[src/btt_consts.svh]
// Constant definitions for the bus trace trigger unit
`ifndef BTT_CONSTS_SVH
`define BTT_CONSTS_SVH

`define BTT_FIFO_DEPTH      8
`define BTT_FIFO_WIDTH      16
`define BTT_ADDR_WIDTH      16
`define BTT_DATA_WIDTH      8
`define BTT_CNT_WIDTH       4
`define BTT_CNT_FULL        4'h8
`define BTT_HREG_BASE       16'h1800
`define BTT_HREG_SIZE       16'h0010
`define BTT_REG_CTRL        4'h0
`define BTT_REG_TRIG        4'h1
`define BTT_REG_STAT        4'h2
`define BTT_REG_CMPAH       4'h3
`define BTT_REG_CMPAL       4'h4
`define BTT_REG_CMPBH       4'h5
`define BTT_REG_CMPBL       4'h6
`define BTT_REG_FIFOH       4'h7
`define BTT_REG_FIFOL       4'h8
`define BTT_CTRL_ARM        7
`define BTT_CTRL_BRKEN      6
`define BTT_CTRL_RW_QUALIFY_ENABLE_A      5
`define BTT_CTRL_RWA        4
`define BTT_CTRL_RWBEN      3
`define BTT_CTRL_RWB        2
`define BTT_CTRL_TAG        1
`define BTT_TRIG_BEGIN      7
`define BTT_TRIG_MODE_LO    0
`define BTT_TRIG_MODE_HI    3
`define BTT_STAT_AF         7
`define BTT_STAT_BF         6
`define BTT_STAT_ARMF       5

`endif

[src/btt_pkg.sv]
// Types shared by the bus trace trigger unit
`default_nettype none
package btt_pkg;
    typedef enum logic [3:0] {
        BTT_MODE_A_ONLY,
        BTT_MODE_A_OR_B,
        BTT_MODE_A_AND_B,
        BTT_MODE_A_AND_NOT_B,
        BTT_MODE_A_DATA,
        BTT_MODE_A_STORE_DATA,
        BTT_MODE_INSIDE,
        BTT_MODE_OUTSIDE,
        BTT_MODE_RSVD8,
        BTT_MODE_RSVD9,
        BTT_MODE_RSVDA,
        BTT_MODE_RSVDB,
        BTT_MODE_RSVDC,
        BTT_MODE_RSVDD,
        BTT_MODE_RSVDE,
        BTT_MODE_RSVDF
    } btt_mode_t;

    typedef enum logic [1:0] {
        BTT_ACT_BREAK,
        BTT_ACT_STORE_DATA,
        BTT_ACT_BEGIN_COF,
        BTT_ACT_END_COF
    } btt_action_t;

    typedef enum {
        BTT_ST_IDLE,
        BTT_ST_WAIT,
        BTT_ST_STORE,
        BTT_ST_DONE
    } btt_state_t;
endpackage
`default_nettype wire

[src/btt_trace_unit.sv]
// Debug trigger and eight-entry bus capture trace unit
`default_nettype none
`include "btt_consts.svh"
module btt_trace_unit #(
    parameter int DEPTH = `BTT_FIFO_DEPTH,
    parameter int AW    = `BTT_ADDR_WIDTH,
    parameter int DW    = `BTT_DATA_WIDTH
) (
    input  wire logic                        sys_clk,
    input  wire logic                        srst,
    input  wire logic                        clk_en,
    // CPU bus side
    input  wire logic [AW-1:0]               cpu_addr,
    input  wire logic [DW-1:0]               cpu_wdata,
    input  wire logic [DW-1:0]               cpu_rdata,
    input  wire logic                        cpu_rd,
    input  wire logic                        cpu_valid,
    input  wire logic                        cpu_opfetch,
    input  wire logic                        cpu_opexec,
    input  wire logic [AW-1:0]               cpu_exec_addr,
    input  wire logic                        cpu_cof,
    input  wire logic                        background_debug_controller_access,
    // Register port, shared by user map and background link
    input  wire logic                        reg_sel,
    input  wire logic                        reg_from_bdc,
    input  wire logic                        reg_wr,
    input  wire logic                        reg_rd,
    input  wire logic [AW-1:0]               reg_addr,
    input  wire logic [7:0]                  reg_wdata,
    output logic      [7:0]                  reg_rdata,
    output logic                             reg_hit,
    // Results
    output logic                             cpu_break,
    output logic      [`BTT_CNT_WIDTH-1:0]   fifo_word_count,
    output logic                             trace_armed
);
    import btt_pkg::*;

    // ----------------------------------------------------------------
    // Register state
    // ----------------------------------------------------------------
    logic [7:0]             ctrl_r;
    logic [7:0]             trig_r;
    logic [AW-1:0]          cmpa_r;
    logic [AW-1:0]          cmpb_r;
    logic                   af_r;
    logic                   bf_r;
    logic [`BTT_FIFO_WIDTH-1:0] fifo_r [DEPTH];
    logic [`BTT_CNT_WIDTH-1:0]  cnt_r;
    logic [`BTT_CNT_WIDTH-1:0]  rd_ptr_r;
    logic [7:0]             fifo_lo_r;
    logic                   cof_on_r;
    btt_state_t             state_r;

    btt_mode_t  mode;
    logic       arm;
    logic       rw_qualify_enable_a;
    logic       rw_select_a;
    logic       in_hreg;
    logic [3:0] reg_idx;
    logic       wr_ctrl;

    assign mode    = btt_mode_t'(trig_r[`BTT_TRIG_MODE_HI:`BTT_TRIG_MODE_LO]);
    assign arm     = ctrl_r[`BTT_CTRL_ARM];
    assign rw_qualify_enable_a   = ctrl_r[`BTT_CTRL_RW_QUALIFY_ENABLE_A];
    assign rw_select_a     = ctrl_r[`BTT_CTRL_RWA];
    // Link accesses bypass the map window; user accesses decode high space
    assign in_hreg = reg_from_bdc
                  || (reg_addr >= `BTT_HREG_BASE
                      && reg_addr < `BTT_HREG_BASE + `BTT_HREG_SIZE);
    assign reg_idx = reg_addr[3:0];
    assign reg_hit = reg_sel && in_hreg;
    assign wr_ctrl = reg_hit && reg_wr && reg_idx == `BTT_REG_CTRL;

    // ----------------------------------------------------------------
    // Comparators
    // ----------------------------------------------------------------
    logic          data_mode;
    logic [AW-1:0] a_bus;
    logic [AW-1:0] b_bus;
    logic [DW-1:0] data_bus;
    logic          a_eq;
    logic          a_ge;
    logic          a_le;
    logic          b_eq;
    logic          b_ge;
    logic          b_le;

    assign data_mode = (mode == BTT_MODE_A_DATA) || (mode == BTT_MODE_A_STORE_DATA);
    // Write bus only when qualifier on and write selected
    assign data_bus  = (rw_qualify_enable_a && !rw_select_a) ? cpu_wdata : cpu_rdata;
    // Opcode tracking watches the executed address, not the fetch
    assign a_bus     = ctrl_r[`BTT_CTRL_TAG] ? cpu_exec_addr : cpu_addr;
    assign b_bus     = data_mode ? {{(AW-DW){1'b0}}, data_bus}
                                 : (ctrl_r[`BTT_CTRL_TAG] ? cpu_exec_addr : cpu_addr);

    btt_comparator #(.WIDTH(AW)) u_cmp_a (
        .ref_val     (cmpa_r),
        .bus_val     (a_bus),
        .bus_is_read (cpu_rd),
        .rw_qual_en  (rw_qualify_enable_a),
        .rw_sel      (rw_select_a),
        .equal_hit   (a_eq),
        .above_eq    (a_ge),
        .below_eq    (a_le)
    );

    btt_comparator #(.WIDTH(AW)) u_cmp_b (
        .ref_val     (data_mode ? {{(AW-DW){1'b0}}, cmpb_r[DW-1:0]} : cmpb_r),
        .bus_val     (b_bus),
        .bus_is_read (cpu_rd),
        .rw_qual_en  (ctrl_r[`BTT_CTRL_RWBEN]),
        .rw_sel      (ctrl_r[`BTT_CTRL_RWB]),
        .equal_hit   (b_eq),
        .above_eq    (b_ge),
        .below_eq    (b_le)
    );

    // ----------------------------------------------------------------
    // Match qualification
    // ----------------------------------------------------------------
    logic        cycle_ok;
    logic        match;
    btt_action_t action;

    // Fetches into the queue never trigger while tracking is on
    assign cycle_ok = !background_debug_controller_access
                   && (ctrl_r[`BTT_CTRL_TAG] ? cpu_opexec : cpu_valid);

    always_comb
    begin
        case (mode)
            BTT_MODE_A_ONLY:       match = a_eq;
            BTT_MODE_A_OR_B:       match = a_eq || b_eq;
            BTT_MODE_A_AND_B:      match = a_eq && b_eq;
            BTT_MODE_A_AND_NOT_B:  match = a_eq && !b_eq;
            BTT_MODE_A_DATA:       match = a_eq && b_eq;
            BTT_MODE_A_STORE_DATA: match = a_eq;
            BTT_MODE_INSIDE:       match = a_ge && b_le;
            BTT_MODE_OUTSIDE:      match = !(a_ge && b_le);
            default:               match = 1'b0;
        endcase
        match = match && cycle_ok;
    end

    // Action picked by break enable first, then by mode and begin/end option
    always_comb
    begin
        if (ctrl_r[`BTT_CTRL_BRKEN])
            action = BTT_ACT_BREAK;
        else if (mode == BTT_MODE_A_STORE_DATA)
            action = BTT_ACT_STORE_DATA;
        else if (trig_r[`BTT_TRIG_BEGIN])
            action = BTT_ACT_BEGIN_COF;
        else
            action = BTT_ACT_END_COF;
    end

    // ----------------------------------------------------------------
    // Store control
    // ----------------------------------------------------------------
    logic                       store_en;
    logic [`BTT_FIFO_WIDTH-1:0] store_word;
    logic                       full;
    logic                       halt_early;

    assign full       = cnt_r == `BTT_CNT_FULL;
    assign halt_early = wr_ctrl && arm && !reg_wdata[`BTT_CTRL_ARM] && !full;

    always_comb
    begin
        store_en   = 1'b0;
        store_word = '0;
        // A halt in the same cycle wins, so the count never runs ahead of the entries
        if (arm && !full && cycle_ok && !halt_early)
        begin
            case (action)
                BTT_ACT_STORE_DATA:
                begin
                    store_en   = match;
                    store_word = {{(`BTT_FIFO_WIDTH-DW){1'b0}}, data_bus};
                end
                BTT_ACT_BEGIN_COF, BTT_ACT_END_COF:
                begin
                    store_en   = cof_on_r && cpu_cof;
                    store_word = cpu_addr;
                end
                default:
                begin
                    store_en   = 1'b0;
                    store_word = '0;
                end
            endcase
        end
    end

    always_ff @(posedge sys_clk)
    begin
        if (srst)
            cof_on_r <= 1'b0;
        else if (clk_en)
        begin
            if (!arm)
                cof_on_r <= 1'b0;
            else if (action == BTT_ACT_BEGIN_COF && match)
                cof_on_r <= 1'b1;
            else if (action == BTT_ACT_END_COF)
                // End-type trace records until the run is done; a match only blocks the following cycle
                cof_on_r <= !match && (state_r != BTT_ST_DONE);
        end
    end

    always_ff @(posedge sys_clk)
    begin
        if (srst)
            cpu_break <= 1'b0;
        else if (clk_en)
            cpu_break <= arm && action == BTT_ACT_BREAK && match;
    end

    // ----------------------------------------------------------------
    // Capture FIFO
    // ----------------------------------------------------------------
    logic rd_pop;

    assign rd_pop = reg_hit && reg_rd && reg_idx == `BTT_REG_FIFOL && rd_ptr_r != cnt_r;

    // Entry i takes the new word at slot cnt; a halt shifts every entry down one
    for (genvar i = 0; i < DEPTH; i++)
    begin : g_fifo
        always_ff @(posedge sys_clk)
        begin
            if (srst)
                fifo_r[i] <= '0;
            else if (clk_en)
            begin
                if (halt_early)
                    fifo_r[i] <= (i < DEPTH - 1) ? fifo_r[(i + 1) % DEPTH] : '0;
                else if (store_en && cnt_r == `BTT_CNT_WIDTH'(i))
                    fifo_r[i] <= store_word;
            end
        end
    end

    always_ff @(posedge sys_clk)
    begin
        if (srst)
            cnt_r <= '0;
        else if (clk_en)
        begin
            if (wr_ctrl && !arm && reg_wdata[`BTT_CTRL_ARM])
                cnt_r <= '0;
            else if (store_en)
                cnt_r <= cnt_r + `BTT_CNT_WIDTH'(1);
        end
    end

    // Readout in stored order; high byte first is latched for the low read
    always_ff @(posedge sys_clk)
    begin
        if (srst)
        begin
            rd_ptr_r  <= '0;
            fifo_lo_r <= '0;
        end
        else if (clk_en)
        begin
            if (wr_ctrl && reg_wdata[`BTT_CTRL_ARM])
                rd_ptr_r <= '0;
            else if (rd_pop)
                rd_ptr_r <= rd_ptr_r + `BTT_CNT_WIDTH'(1);
            if (reg_hit && reg_rd && reg_idx == `BTT_REG_FIFOH)
                fifo_lo_r <= fifo_r[rd_ptr_r[2:0]][7:0];
        end
    end

    always_ff @(posedge sys_clk)
    begin
        if (srst)
            state_r <= BTT_ST_IDLE;
        else if (clk_en)
        begin
            case (state_r)
                BTT_ST_IDLE:  if (arm) state_r <= BTT_ST_WAIT;
                BTT_ST_WAIT:  if (!arm) state_r <= BTT_ST_DONE;
                              else if (store_en) state_r <= BTT_ST_STORE;
                BTT_ST_STORE: if (!arm || full) state_r <= BTT_ST_DONE;
                BTT_ST_DONE:  if (arm && wr_ctrl) state_r <= BTT_ST_WAIT;
                              else if (!arm) state_r <= BTT_ST_IDLE;
                default:      state_r <= BTT_ST_IDLE;
            endcase
        end
    end

    // ----------------------------------------------------------------
    // Register writes and flags
    // ----------------------------------------------------------------
    always_ff @(posedge sys_clk)
    begin
        if (srst)
        begin
            ctrl_r <= 8'h00;
            trig_r <= 8'h00;
            cmpa_r <= '0;
            cmpb_r <= '0;
        end
        else if (clk_en)
        begin
            if (reg_hit && reg_wr)
            begin
                case (reg_idx)
                    `BTT_REG_CTRL:  ctrl_r <= reg_wdata;
                    `BTT_REG_TRIG:  trig_r <= reg_wdata;
                    `BTT_REG_CMPAH: cmpa_r[15:8] <= reg_wdata;
                    `BTT_REG_CMPAL: cmpa_r[7:0] <= reg_wdata;
                    `BTT_REG_CMPBH: cmpb_r[15:8] <= reg_wdata;
                    `BTT_REG_CMPBL: cmpb_r[7:0] <= reg_wdata;
                    default:        ;
                endcase
            end
            // Trace run stops itself once the FIFO is full
            if (full && !(reg_hit && reg_wr && reg_idx == `BTT_REG_CTRL))
                ctrl_r[`BTT_CTRL_ARM] <= 1'b0;
        end
    end

    // Hit flags: set wins over the clear taken on arming
    always_ff @(posedge sys_clk)
    begin
        if (srst)
        begin
            af_r <= 1'b0;
            bf_r <= 1'b0;
        end
        else if (clk_en)
        begin
            af_r <= (a_eq && cycle_ok) || (af_r && !(wr_ctrl && reg_wdata[`BTT_CTRL_ARM]));
            bf_r <= (b_eq && cycle_ok) || (bf_r && !(wr_ctrl && reg_wdata[`BTT_CTRL_ARM]));
        end
    end

    always_ff @(posedge sys_clk)
    begin
        if (srst)
            reg_rdata <= 8'h00;
        else if (clk_en)
        begin
            case (reg_idx)
                `BTT_REG_CTRL:  reg_rdata <= ctrl_r;
                `BTT_REG_TRIG:  reg_rdata <= trig_r;
                `BTT_REG_STAT:  reg_rdata <= {af_r, bf_r, arm, 1'b0, cnt_r};
                `BTT_REG_CMPAH: reg_rdata <= cmpa_r[15:8];
                `BTT_REG_CMPAL: reg_rdata <= cmpa_r[7:0];
                `BTT_REG_CMPBH: reg_rdata <= cmpb_r[15:8];
                `BTT_REG_CMPBL: reg_rdata <= cmpb_r[7:0];
                `BTT_REG_FIFOH: reg_rdata <= fifo_r[rd_ptr_r[2:0]][15:8];
                `BTT_REG_FIFOL: reg_rdata <= fifo_lo_r;
                default:        reg_rdata <= 8'h00;
            endcase
        end
    end

    assign fifo_word_count = cnt_r;
    assign trace_armed     = arm;
endmodule
`default_nettype wire

[src/btt_comparator.sv]
// One sixteen-bit match and magnitude comparator with read/write qualifier
`default_nettype none
module btt_comparator #(
    parameter int WIDTH = 16
) (
    input  wire logic [WIDTH-1:0] ref_val,
    input  wire logic [WIDTH-1:0] bus_val,
    input  wire logic             bus_is_read,
    input  wire logic             rw_qual_en,
    input  wire logic             rw_sel,
    output logic                  equal_hit,
    output logic                  above_eq,
    output logic                  below_eq
);
    logic rw_ok;

    // Read/write qualifier may be ignored per comparator
    assign rw_ok     = !rw_qual_en || (bus_is_read == rw_sel);
    assign equal_hit = rw_ok && (bus_val == ref_val);
    // Magnitude terms for range modes
    assign above_eq  = rw_ok && (bus_val >= ref_val);
    assign below_eq  = rw_ok && (bus_val <= ref_val);
endmodule
`default_nettype wire

[config.mk]
export PLATFORM = sky130hd
export DESIGN_NAME = btt_trace_unit
export DESIGN_NICKNAME = d
export VERILOG_FILES = /design/src/btt_pkg.sv /design/src/btt_trace_unit.sv /design/src/btt_comparator.sv
export VERILOG_INCLUDE_DIRS = /design/src
export SDC_FILE = /design/constraint.sdc
export NUM_CORES = 1
export LEC_CHECK = 0
export BUFFER_PORTS_ARGS = -buffer_cell sky130_fd_sc_hd__buf_2
export CAP_MARGIN = 15
export CORE_MARGIN = 4
export CORE_UTILIZATION = 60
export DETAILED_ROUTE_END_ITERATION = 10
export GPL_ROUTABILITY_DRIVEN = 0
export PLACE_DENSITY = 0.8
export RECOVER_POWER = 50
export SLEW_MARGIN = 20
export SYNTH_ARGS = -nofsm -noshare
export SYNTH_HDL_FRONTEND = slang
export SYNTH_HIERARCHICAL = 1
export SYNTH_SLANG_ARGS = --single-unit
[constraint.sdc]
create_clock -name sys_clk -period 5.8 [get_ports sys_clk]
set_clock_uncertainty 0.2 [all_clocks]
set_input_delay 0.29 -clock sys_clk [delete_from_list [all_inputs] [get_ports sys_clk]]
set_output_delay 0.29 -clock sys_clk [all_outputs]
set_load 0.05 [all_outputs]
After elaboration in Yosys (flattened, before gate mapping)
Memories as Yosys holds them, arrays and structs flattened. A register that Yosys moved wholly into a read port is not among the register bits.
Index checks and enable logic that the tools add are counted.
{"block": "totals", "register_bits": 108, "ram_bits": 128, "in_bits": 85, "wordCells": 264, "memories": 1}
{"name": "fifo_r", "words": 8, "word_bits": 16, "rd": 8, "rd_clocked_by_memory_dff": 1, "wr": 8, "line": "btt_trace_unit.sv:48", "rtl": "logic [`BTT_FIFO_WIDTH-1:0] fifo_r [DEPTH];"}
{"block": "op_classes", "add_sub_neg": 2, "order_cmp": 4, "n_eq_ne": 40, "n_mux": 95, "bitwise": 16, "n_reduce_logical": 90}
{"cell": "16-bit 2-to-1 mux", "n": 20}
{"cell": "32-bit 2-to-1 mux", "n": 6}
{"cell": "32-bit one-hot mux with 4 select lines", "n": 1}
{"cell": "8-bit one-hot mux with 9 select lines", "n": 1}
{"cell": "32-bit by 2-bit equality test with 1-bit output, second input constant", "n": 2}
{"cell": "1-bit 2-to-1 mux", "n": 53}
{"cell": "4-bit by 3-bit equality test with 1-bit output, second input constant", "n": 12}
{"cell": "1-bit logical AND", "n": 45}
{"cell": "16-bit equality test", "n": 2}
{"cell": "32-bit by 1-bit equality test with 1-bit output, second input constant", "n": 1}
{"cell": "32-bit zero test", "n": 1}
{"cell": "32-bit by 3-bit inequality test with 1-bit output, second input constant", "n": 1}
{"cell": "16-bit one-hot mux with 2 select lines", "n": 1}
{"cell": "4-bit by 2-bit equality test with 1-bit output, second input constant", "n": 6}
{"cell": "8-bit 2-to-1 mux", "n": 3}
{"cell": "3-bit AND reduction", "n": 7}
{"cell": "16-bit by 13-bit >= comparator with 1-bit output, second input constant", "n": 1}
{"cell": "16-bit >= comparator", "n": 1}
{"cell": "16-bit less-or-equal comparator", "n": 1}
{"cell": "16-bit by 13-bit less-than comparator with 1-bit output, second input constant", "n": 1}
{"cell": "4-bit 2-to-1 mux", "n": 4}
{"cell": "1-bit OR", "n": 16}
{"cell": "1-bit zero test", "n": 13}
{"cell": "4-bit by 1-bit equality test with 1-bit output, second input constant", "n": 3}
{"cell": "other kinds (20)", "n": 45}

Depth between registers and ports, before layout
Gate-level depths: netlist of run 1.
{"block": "depth", "ltp_word": 19, "mapped_depth": 17, "depth_no_buf": 15}

Cells and area by module
Netlist of run 1, hierarchy kept.
{"mod": "btt_trace_unit", "instances": 1, "cells_each": 985, "area_per_inst_um2": 10929.2, "seq_area_each_um2": 5465.2}
{"mod": "btt_comparator", "instances": 2, "cells_each": 63, "area_per_inst_um2": 446.7, "seq_area_each_um2": 0.0}

Worst setup path before layout of run 1
OpenSTA, ideal clock, no wires.
{"block": "synth_path", "kind": "flip-flop to flip-flop", "from": "reg ctrl_r[1]", "to": "mem fifo_r[7][0] (netlist name), enable pin", "setup_ns": 0.372, "arrival_ns": 3.865, "required_ns": 5.228, "slack_ns": 1.363, "path_stages_with_launch": 18, "n_path_buf": 4, "cell_sequence": "dfxtp_1 -> buf_6 -> clkbuf_1 -> mux2_2 -> nor2_1 -> a21oi_1 -> ha_1 -> nand4_1 -> nor2_1 -> and4_1 -> or2b_1 -> a21oi_1 -> o41ai_4 -> nor4b_4 -> buf_6 -> nand4_4 -> buf_2 -> nand2_1"}
{"element": "start, declared", "line": "btt_trace_unit.sv:42", "rtl": "logic [7:0] ctrl_r;"}
{"element": "start signal, assigned", "line": "btt_trace_unit.sv:312", "rtl": "`BTT_REG_CTRL: ctrl_r <= reg_wdata;"}
{"element": "end, declared", "line": "btt_trace_unit.sv:48"}

==> flow_metrics.env, run 1 <==
export IMPL_hold_path_class="input port to flip-flop"
export IMPL_wirelength_um=32700
export IMPL_fmax_ghz=0.186
export IMPL_setup_tns_ps=0
export IMPL_track_usage=0.294
export IMPL_netlist_instances=1108
export IMPL_drive_above_1_share=0.174
export IMPL_drt_iter0_drc=917
export IMPL_final_nets=1319
export IMPL_finalMaxSlewViolations=68
export IMPL_pwr_density_cell_mw_per_mm2=254
export IMPL_drc=0
export IMPL_grt_setup_unrepaired="false"
export IMPL_dieArea_mm2=0.0220
export IMPL_ant_nets=0
export IMPL_cp_max_fo=17
export IMPL_cp_arrival_ps=5330
export IMPL_fin_crit_sh=0.926
export IMPL_peakVddDrop_v=0.000239
export IMPL_insertedDiodeCount=0
export IMPL_grt_pass1_vias=9047
export IMPL_clk_latency_ps=530
export IMPL_cts_setup_buffers=0
export IMPL_startpoint_type="flip-flop"
export IMPL_synthesis_nets=1234
export IMPL_worst_pin_slew_ps=2810
export IMPL_areaGrowthSynthToFinish_pct=12.4
export IMPL_core_rowCount=51
export IMPL_status="complete, but fails checks"
export IMPL_cp_common_cell="buf_4"
export IMPL_vias_per_cell=6.30
export IMPL_vias=9294
export IMPL_grt_pass1_wl_um=50900
export IMPL_clk_path_buf_depth=3
export IMPL_maxCapViolCount=5
export IMPL_relSlewSlack=-0.872
export IMPL_hp_start="background_debug_controller_access"
export IMPL_criticalPathCategory="flip-flop to flip-flop"
export IMPL_clk_pin_slew_ps=70
export IMPL_synth_area_mm2=0.0118
export IMPL_violations="capacitance limit, slew limit"
export IMPL_nFillCells=1525
export IMPL_cts_tree="built"
export IMPL_die_h_um=148
export IMPL_dpl_hpwl_um=23500
export IMPL_crit_buf_inv=3
export IMPL_grt_overflow=0
export IMPL_post_route_min_period_ps=5370
export IMPL_leakagePower_nw=4.66
export IMPL_numCtsBuffers=23
export IMPL_coreArea_mm2=0.0194
export IMPL_ctsHoldBuffers=9
export IMPL_crit_path_start="ctrl_r[1]$_SDFFE_PP0P_"
export IMPL_syn_avg_cell_area_um2=10.6
export IMPL_power_mw=3.38
export IMPL_crit_chain="buf_4, mux2_1, nor2_1, a21oi_1, ha_1, nand4_1, nor2_1, and4_1, or2b_1, a21oi_1, o41ai_4, nor4b_1, buf_4, nand4_1, buf_4, nand2_1"
export IMPL_h_tree_depth=1
export IMPL_io_buffers=98
export IMPL_hold_viol_final=0
export IMPL_ios=100
export IMPL_post_cts_resized=0
export IMPL_start_util=0.608
export IMPL_routedWlPerCell_um=22.2
export IMPL_ys_warn_count=6
export IMPL_cp_required_ps=5750
export IMPL_drt_pass1_iter_count=6
export IMPL_clkSinkCount=209
export IMPL_crit_family="simple AND/OR/NAND/NOR gates"
export IMPL_setup_viol=0
export IMPL_worst_setup_path_end_kind="flip-flop"
export IMPL_slowest_stage="dfxtp_1"
export IMPL_grt_max_degree=77
export IMPL_crit_path_max_incr_delay_ps=760
export IMPL_antenna_found_initial=1
export IMPL_r2r_start="ctrl_r[1]$_SDFFE_PP0P_"
export IMPL_cts_root_buf="clkbuf_16"
export IMPL_die_w_um=148
-- where the power goes --
group          switching (mW)  total (mW)  leakage, nW  internal [mW]
Clock                   0.622        1.55        0.389          0.925
Combinational           0.130       0.209         2.29         0.0788
Sequential             0.0173        1.62         1.98           1.60
-- stage by stage --
step           hold slack, ps  cell area (µm²)  instances  utilization  setup slack [ps]
2_1_floorplan             237            11800       1108            -              1400
3_3_place_gp              248            12500       1424        0.645               785
3_5_place_dp              257            12500       1424        0.645               580
4_1_cts                  3.85            13400       1475        0.691               564
5_1_grt                  21.3            13300       1475        0.684               111
6_report                 27.3            13300       1475        0.684               428
-- final timing paths --
check	slack, ps	cells past startpoint	end
worst max register to register	430	16	fifo_r[4][5]$_SDFFCE_PN0P_
worst max-delay path	430	16	fifo_r[4][5]$_SDFFCE_PN0P_
worst min register to register	270	2	cpu_break$_SDFFE_PP0P_
worst min-delay path	30	3	af_r$_SDFFE_PP0P_
-- layout by cell type, fill, tap and decap left out, drive strengths merged, types with 5 or more instances in the layout --
master         n
nor4           5
ha            41
mux2i         80
xor2           7
mux4          32
and4           5
a31oi          5
mux2          21
a22oi         10
nor3          12
clkbuf        48
nand2        121
a221oi         7
inv           48
clkinv         8
nand3         15
nor2         104
a21oi         36
nand4         11
dfxtp         81
buf          102
edfxtp       128
nand2b         6
nor2b         30
o21ai         96
a211oi        15
a22o          41
nor4b          5
dlygate4sd3    9
-- layer usage --
layer	share of wire	global-route usage	vias up
met3	0.077	0.0442	103
met5	0.00043	0	-
met4	0.049	0.120	2
li1	-	-	4311
met2	0.48	0.479	442
met1	0.39	0.401	4436
-- final cells by class --
class,instances,area (µm²),share of cell area
multi-input combinational,781,5780,0.435
sequential,209,5470,0.412
timing repair buffer,132,729,0.0550
clock buffer,27,601,0.0453
tap,265,332,0.0250
clock inverter,15,190,0.0143
inverter,46,173,0.0130
-- state kept, by name, summed over array words and instances, names as in the netlist, 8 cells and up, named ones only --
| signal | cells |
|---|---|
| cmpa_r | 16 |
| cmpb_r | 16 |
| ctrl_r | 8 |
| fifo_lo_r | 8 |
| fifo_r | 128 |
| reg_rdata | 8 |
| trig_r | 8 |
-- worst min-delay path: stages --
cell and delay [ps]:
buf_2 110, nor2_1 60, a32o_1 240
(Power assumes the default switching activity.)
==> run 2: changes to the inputs <==
Settings changed: CELL_PAD_IN_SITES_DETAIL_PLACEMENT from default to 1, CELL_PAD_IN_SITES_GLOBAL_PLACEMENT from default to 2, CORE_UTILIZATION 60 to 40, PLACE_DENSITY 0.8 to default, PLACE_DENSITY_LB_ADDON from default to 0.1, SLEW_MARGIN 20 to default.
==> run 2 against run 1 <==
Effect of this change:
- the run still ends with capacitance limit, slew limit left
- fmax rose by 3.3%
- via count fell by 2.9%
- combinational power rose by 5%
- core utilization fell by 22 points
- setup slack improved by 170 ps
- count of clock-buffer cells in the layout rose by 6
- final area rose by 1.6%
- total power fell by 1.4%
- highest routed layer is now met4
==> flow_metrics.env, run 2 (same netlist as run 1, synthesis figures left out) <==
export IMPL_peakVddDrop_v=0.000238
export IMPL_cp_required_ps=5820
export IMPL_intPower_mw=2.53
export IMPL_track_usage=0.228
export IMPL_hold_viol_final=0
export IMPL_cts_root_buf="clkbuf_16"
export IMPL_multiInputGateArea_mm2=0.00579
export IMPL_design_area_mm2=0.0135
export IMPL_crit_buf_inv=3
export IMPL_die_w_um=180
export IMPL_cp_max_fo=35
export IMPL_crit_path_start="trig_r[2]$_SDFFE_PP0P_"
export IMPL_reg_top3="fifo_r (128), cmpa_r (16), cmpb_r (16)"
export IMPL_nFillCells=3179
export IMPL_areaGrowthSynthToFinish_pct=14.3
export IMPL_pwr_density_cell_mw_per_mm2=247
export IMPL_startpoint_type="flip-flop"
export IMPL_io_buffers=98
export IMPL_drt_iter0_drc=498
export IMPL_status="complete, but fails checks"
export IMPL_grt_pass1_vias=9512
export IMPL_leakagePower_nw=4.69
export IMPL_violations="capacitance limit, slew limit"
export IMPL_crit_path_end="fifo_r[6][2]$_DFFE_PP_"
export IMPL_slowest_stage="nor4b_4"
export IMPL_worst_setup_path_end_kind="flip-flop"
export IMPL_setup_ws_ps=599
export IMPL_layout_commonest_cell="edfxtp_1"
export IMPL_ios=100
export IMPL_finalMaxSlewViolations=75
export IMPL_setup_viol=0
export IMPL_grt_max_degree=61
export IMPL_finalHoldWorstSlack_ps=88.3
export IMPL_ant_nets=0
export IMPL_antenna_found_initial=1
export IMPL_grt_pass1_wl_um=58300
export IMPL_layout_common_cells="128 x edfxtp_1, 121 x nand2_1, 104 x nor2_1"
export IMPL_grt_overflow=0
export IMPL_drt_pass1_iter_count=5
export IMPL_crit_family="simple AND/OR/NAND/NOR gates"
export IMPL_clkSinkCount=209
export IMPL_worst_pin_slew_ps=2800
export IMPL_crit_path_max_incr_delay_ps=590
export IMPL_grt_setup_unrepaired="false"
export IMPL_coreArea_mm2=0.0289
export IMPL_numCtsBuffers=25
export IMPL_dpl_hpwl_um=28100
export IMPL_final_cells=1606
export IMPL_relSlewSlack=-0.891
export IMPL_cts_tree="built"
export IMPL_clk_path_buf_depth=3
export IMPL_die_h_um=180
export IMPL_hold_path_class="input port to flip-flop"
export IMPL_h_tree_depth=1
export IMPL_place_area_mm2=0.0128
export IMPL_maxCapViolCount=6
export IMPL_vias=9027
export IMPL_worstRegToRegCells=15
export IMPL_pre_cts_ws_ps=677
export IMPL_final_nets=1331
export IMPL_criticalPathCategory="flip-flop to flip-flop"
export IMPL_comb_power_share=0.066
export IMPL_clk_pin_slew_ps=60
export IMPL_regToRegSetupSlack_ps=600
export IMPL_clk_latency_ps=540
export IMPL_top_register="fifo_r"
export IMPL_start_util=0.408
export IMPL_vias_per_cell=5.62
export IMPL_crit_chain="nor3b_4, buf_4, nor2b_1, ha_1, nand4_1, nor3_2, and4_1, or2b_1, a21oi_1, o41ai_4, nor4b_4, nand4_1, clkbuf_1, nand2_1, buf_4"
export IMPL_post_route_min_period_ps=5200
export IMPL_post_cts_resized=0
export IMPL_largest_register_ffs=128
export IMPL_drive_above_1_share=0.177
export IMPL_worstSetupPathDepth=15
export IMPL_p_seq_frac=0.487
export IMPL_core_rowCount=62
export IMPL_wirelength_um=37800
export IMPL_dp_cells=1551
export IMPL_fmax_ghz=0.192
export IMPL_drc=0
export IMPL_cp_arrival_ps=5220
export IMPL_fin_crit_sh=0.897
export IMPL_pwr_share_clk=0.448
export IMPL_r2r_start="trig_r[2]$_SDFFE_PP0P_"
export IMPL_p_sw_frac=0.240
export IMPL_netSwitchingPower_mw=0.800
export IMPL_routedWlPerCell_um=23.5
export IMPL_dieArea_mm2=0.0323
export IMPL_regArea_mm2=0.00547
export IMPL_r2r_end="fifo_r[6][2]$_DFFE_PP_"
export IMPL_setup_tns_ps=0
[run 2: changes by cell type in the layout (fill, tap and decap cells not counted), moves of 2 or more]
cell           change
clkbuf_16          +2
bufinv_16          -4
clkbuf_8           +3
buf_4              +2
clkbuf_1           +6
dlygate4sd3_1      +2
[run 2: area by class of cell]
type                    count  share of cell area
multi-input cells         781               0.430
flip-flops and latches    209               0.405
repair buffers            142              0.0596
clock buffers              33              0.0516
well taps                 384              0.0356
inverters                  46              0.0128
clock inverters            10             0.00510
diodes                      1            0.000186
[run 2: power groups by stage]
stage | logic (mW) | registers [mW] | clock network (mW)
2_1_floorplan | 0.114 | 1.65 | 0
3_3_place_gp | 0.214 | 1.65 | 0
3_5_place_dp | 0.217 | 1.65 | 0
4_1_cts | 0.224 | 1.62 | 1.53
5_1_grt | 0.239 | 1.62 | 1.58
6_report | 0.219 | 1.62 | 1.49
[run 2: through the flow]
step / utilization / power (mW)
after global routing: 0.466 / 3.44
after CTS: 0.471 / 3.37
final: 0.466 / 3.33
after detailed placement: 0.441 / 1.87
after global placement: 0.441 / 1.86
after floorplan: - / 1.76
[run 2: repair_timing]
action / CTS / global route
buffers inserted: 0 / 0
endpoints found under the hold margin: 49 / 0
hold buffers: 11 / 0
[run 2: how the worst min path moves through the flow]
stage | start | to | slack [ps] | depth (start not counted)
5_1_grt | srst | cmpa_r[3]$_SDFFE_PP0P_ | 110 | 2
6_report | srst | cmpa_r[11]$_SDFFE_PP0P_ | 90 | 2
2_1_floorplan | reg_wdata[5] | trig_r[5]$_SDFFE_PP0P_ | 240 | 2
3_3_place_gp | cpu_break$_SDFFE_PP0P_ | cpu_break$_SDFFE_PP0P_ | 250 | 2
4_1_cts | srst | cmpa_r[10]$_SDFFE_PP0P_ | 70 | 2
3_5_place_dp | cpu_break$_SDFFE_PP0P_ | cpu_break$_SDFFE_PP0P_ | 260 | 2
[run 2: routing by layer]
layer	track usage	vias up	routed length, µm
met5	0	-	0
met4	0.0570	0	923
met3	0.0263	51	1190
met2	0.391	129	18700
met1	0.309	4512	17000
li1	-	4335	-
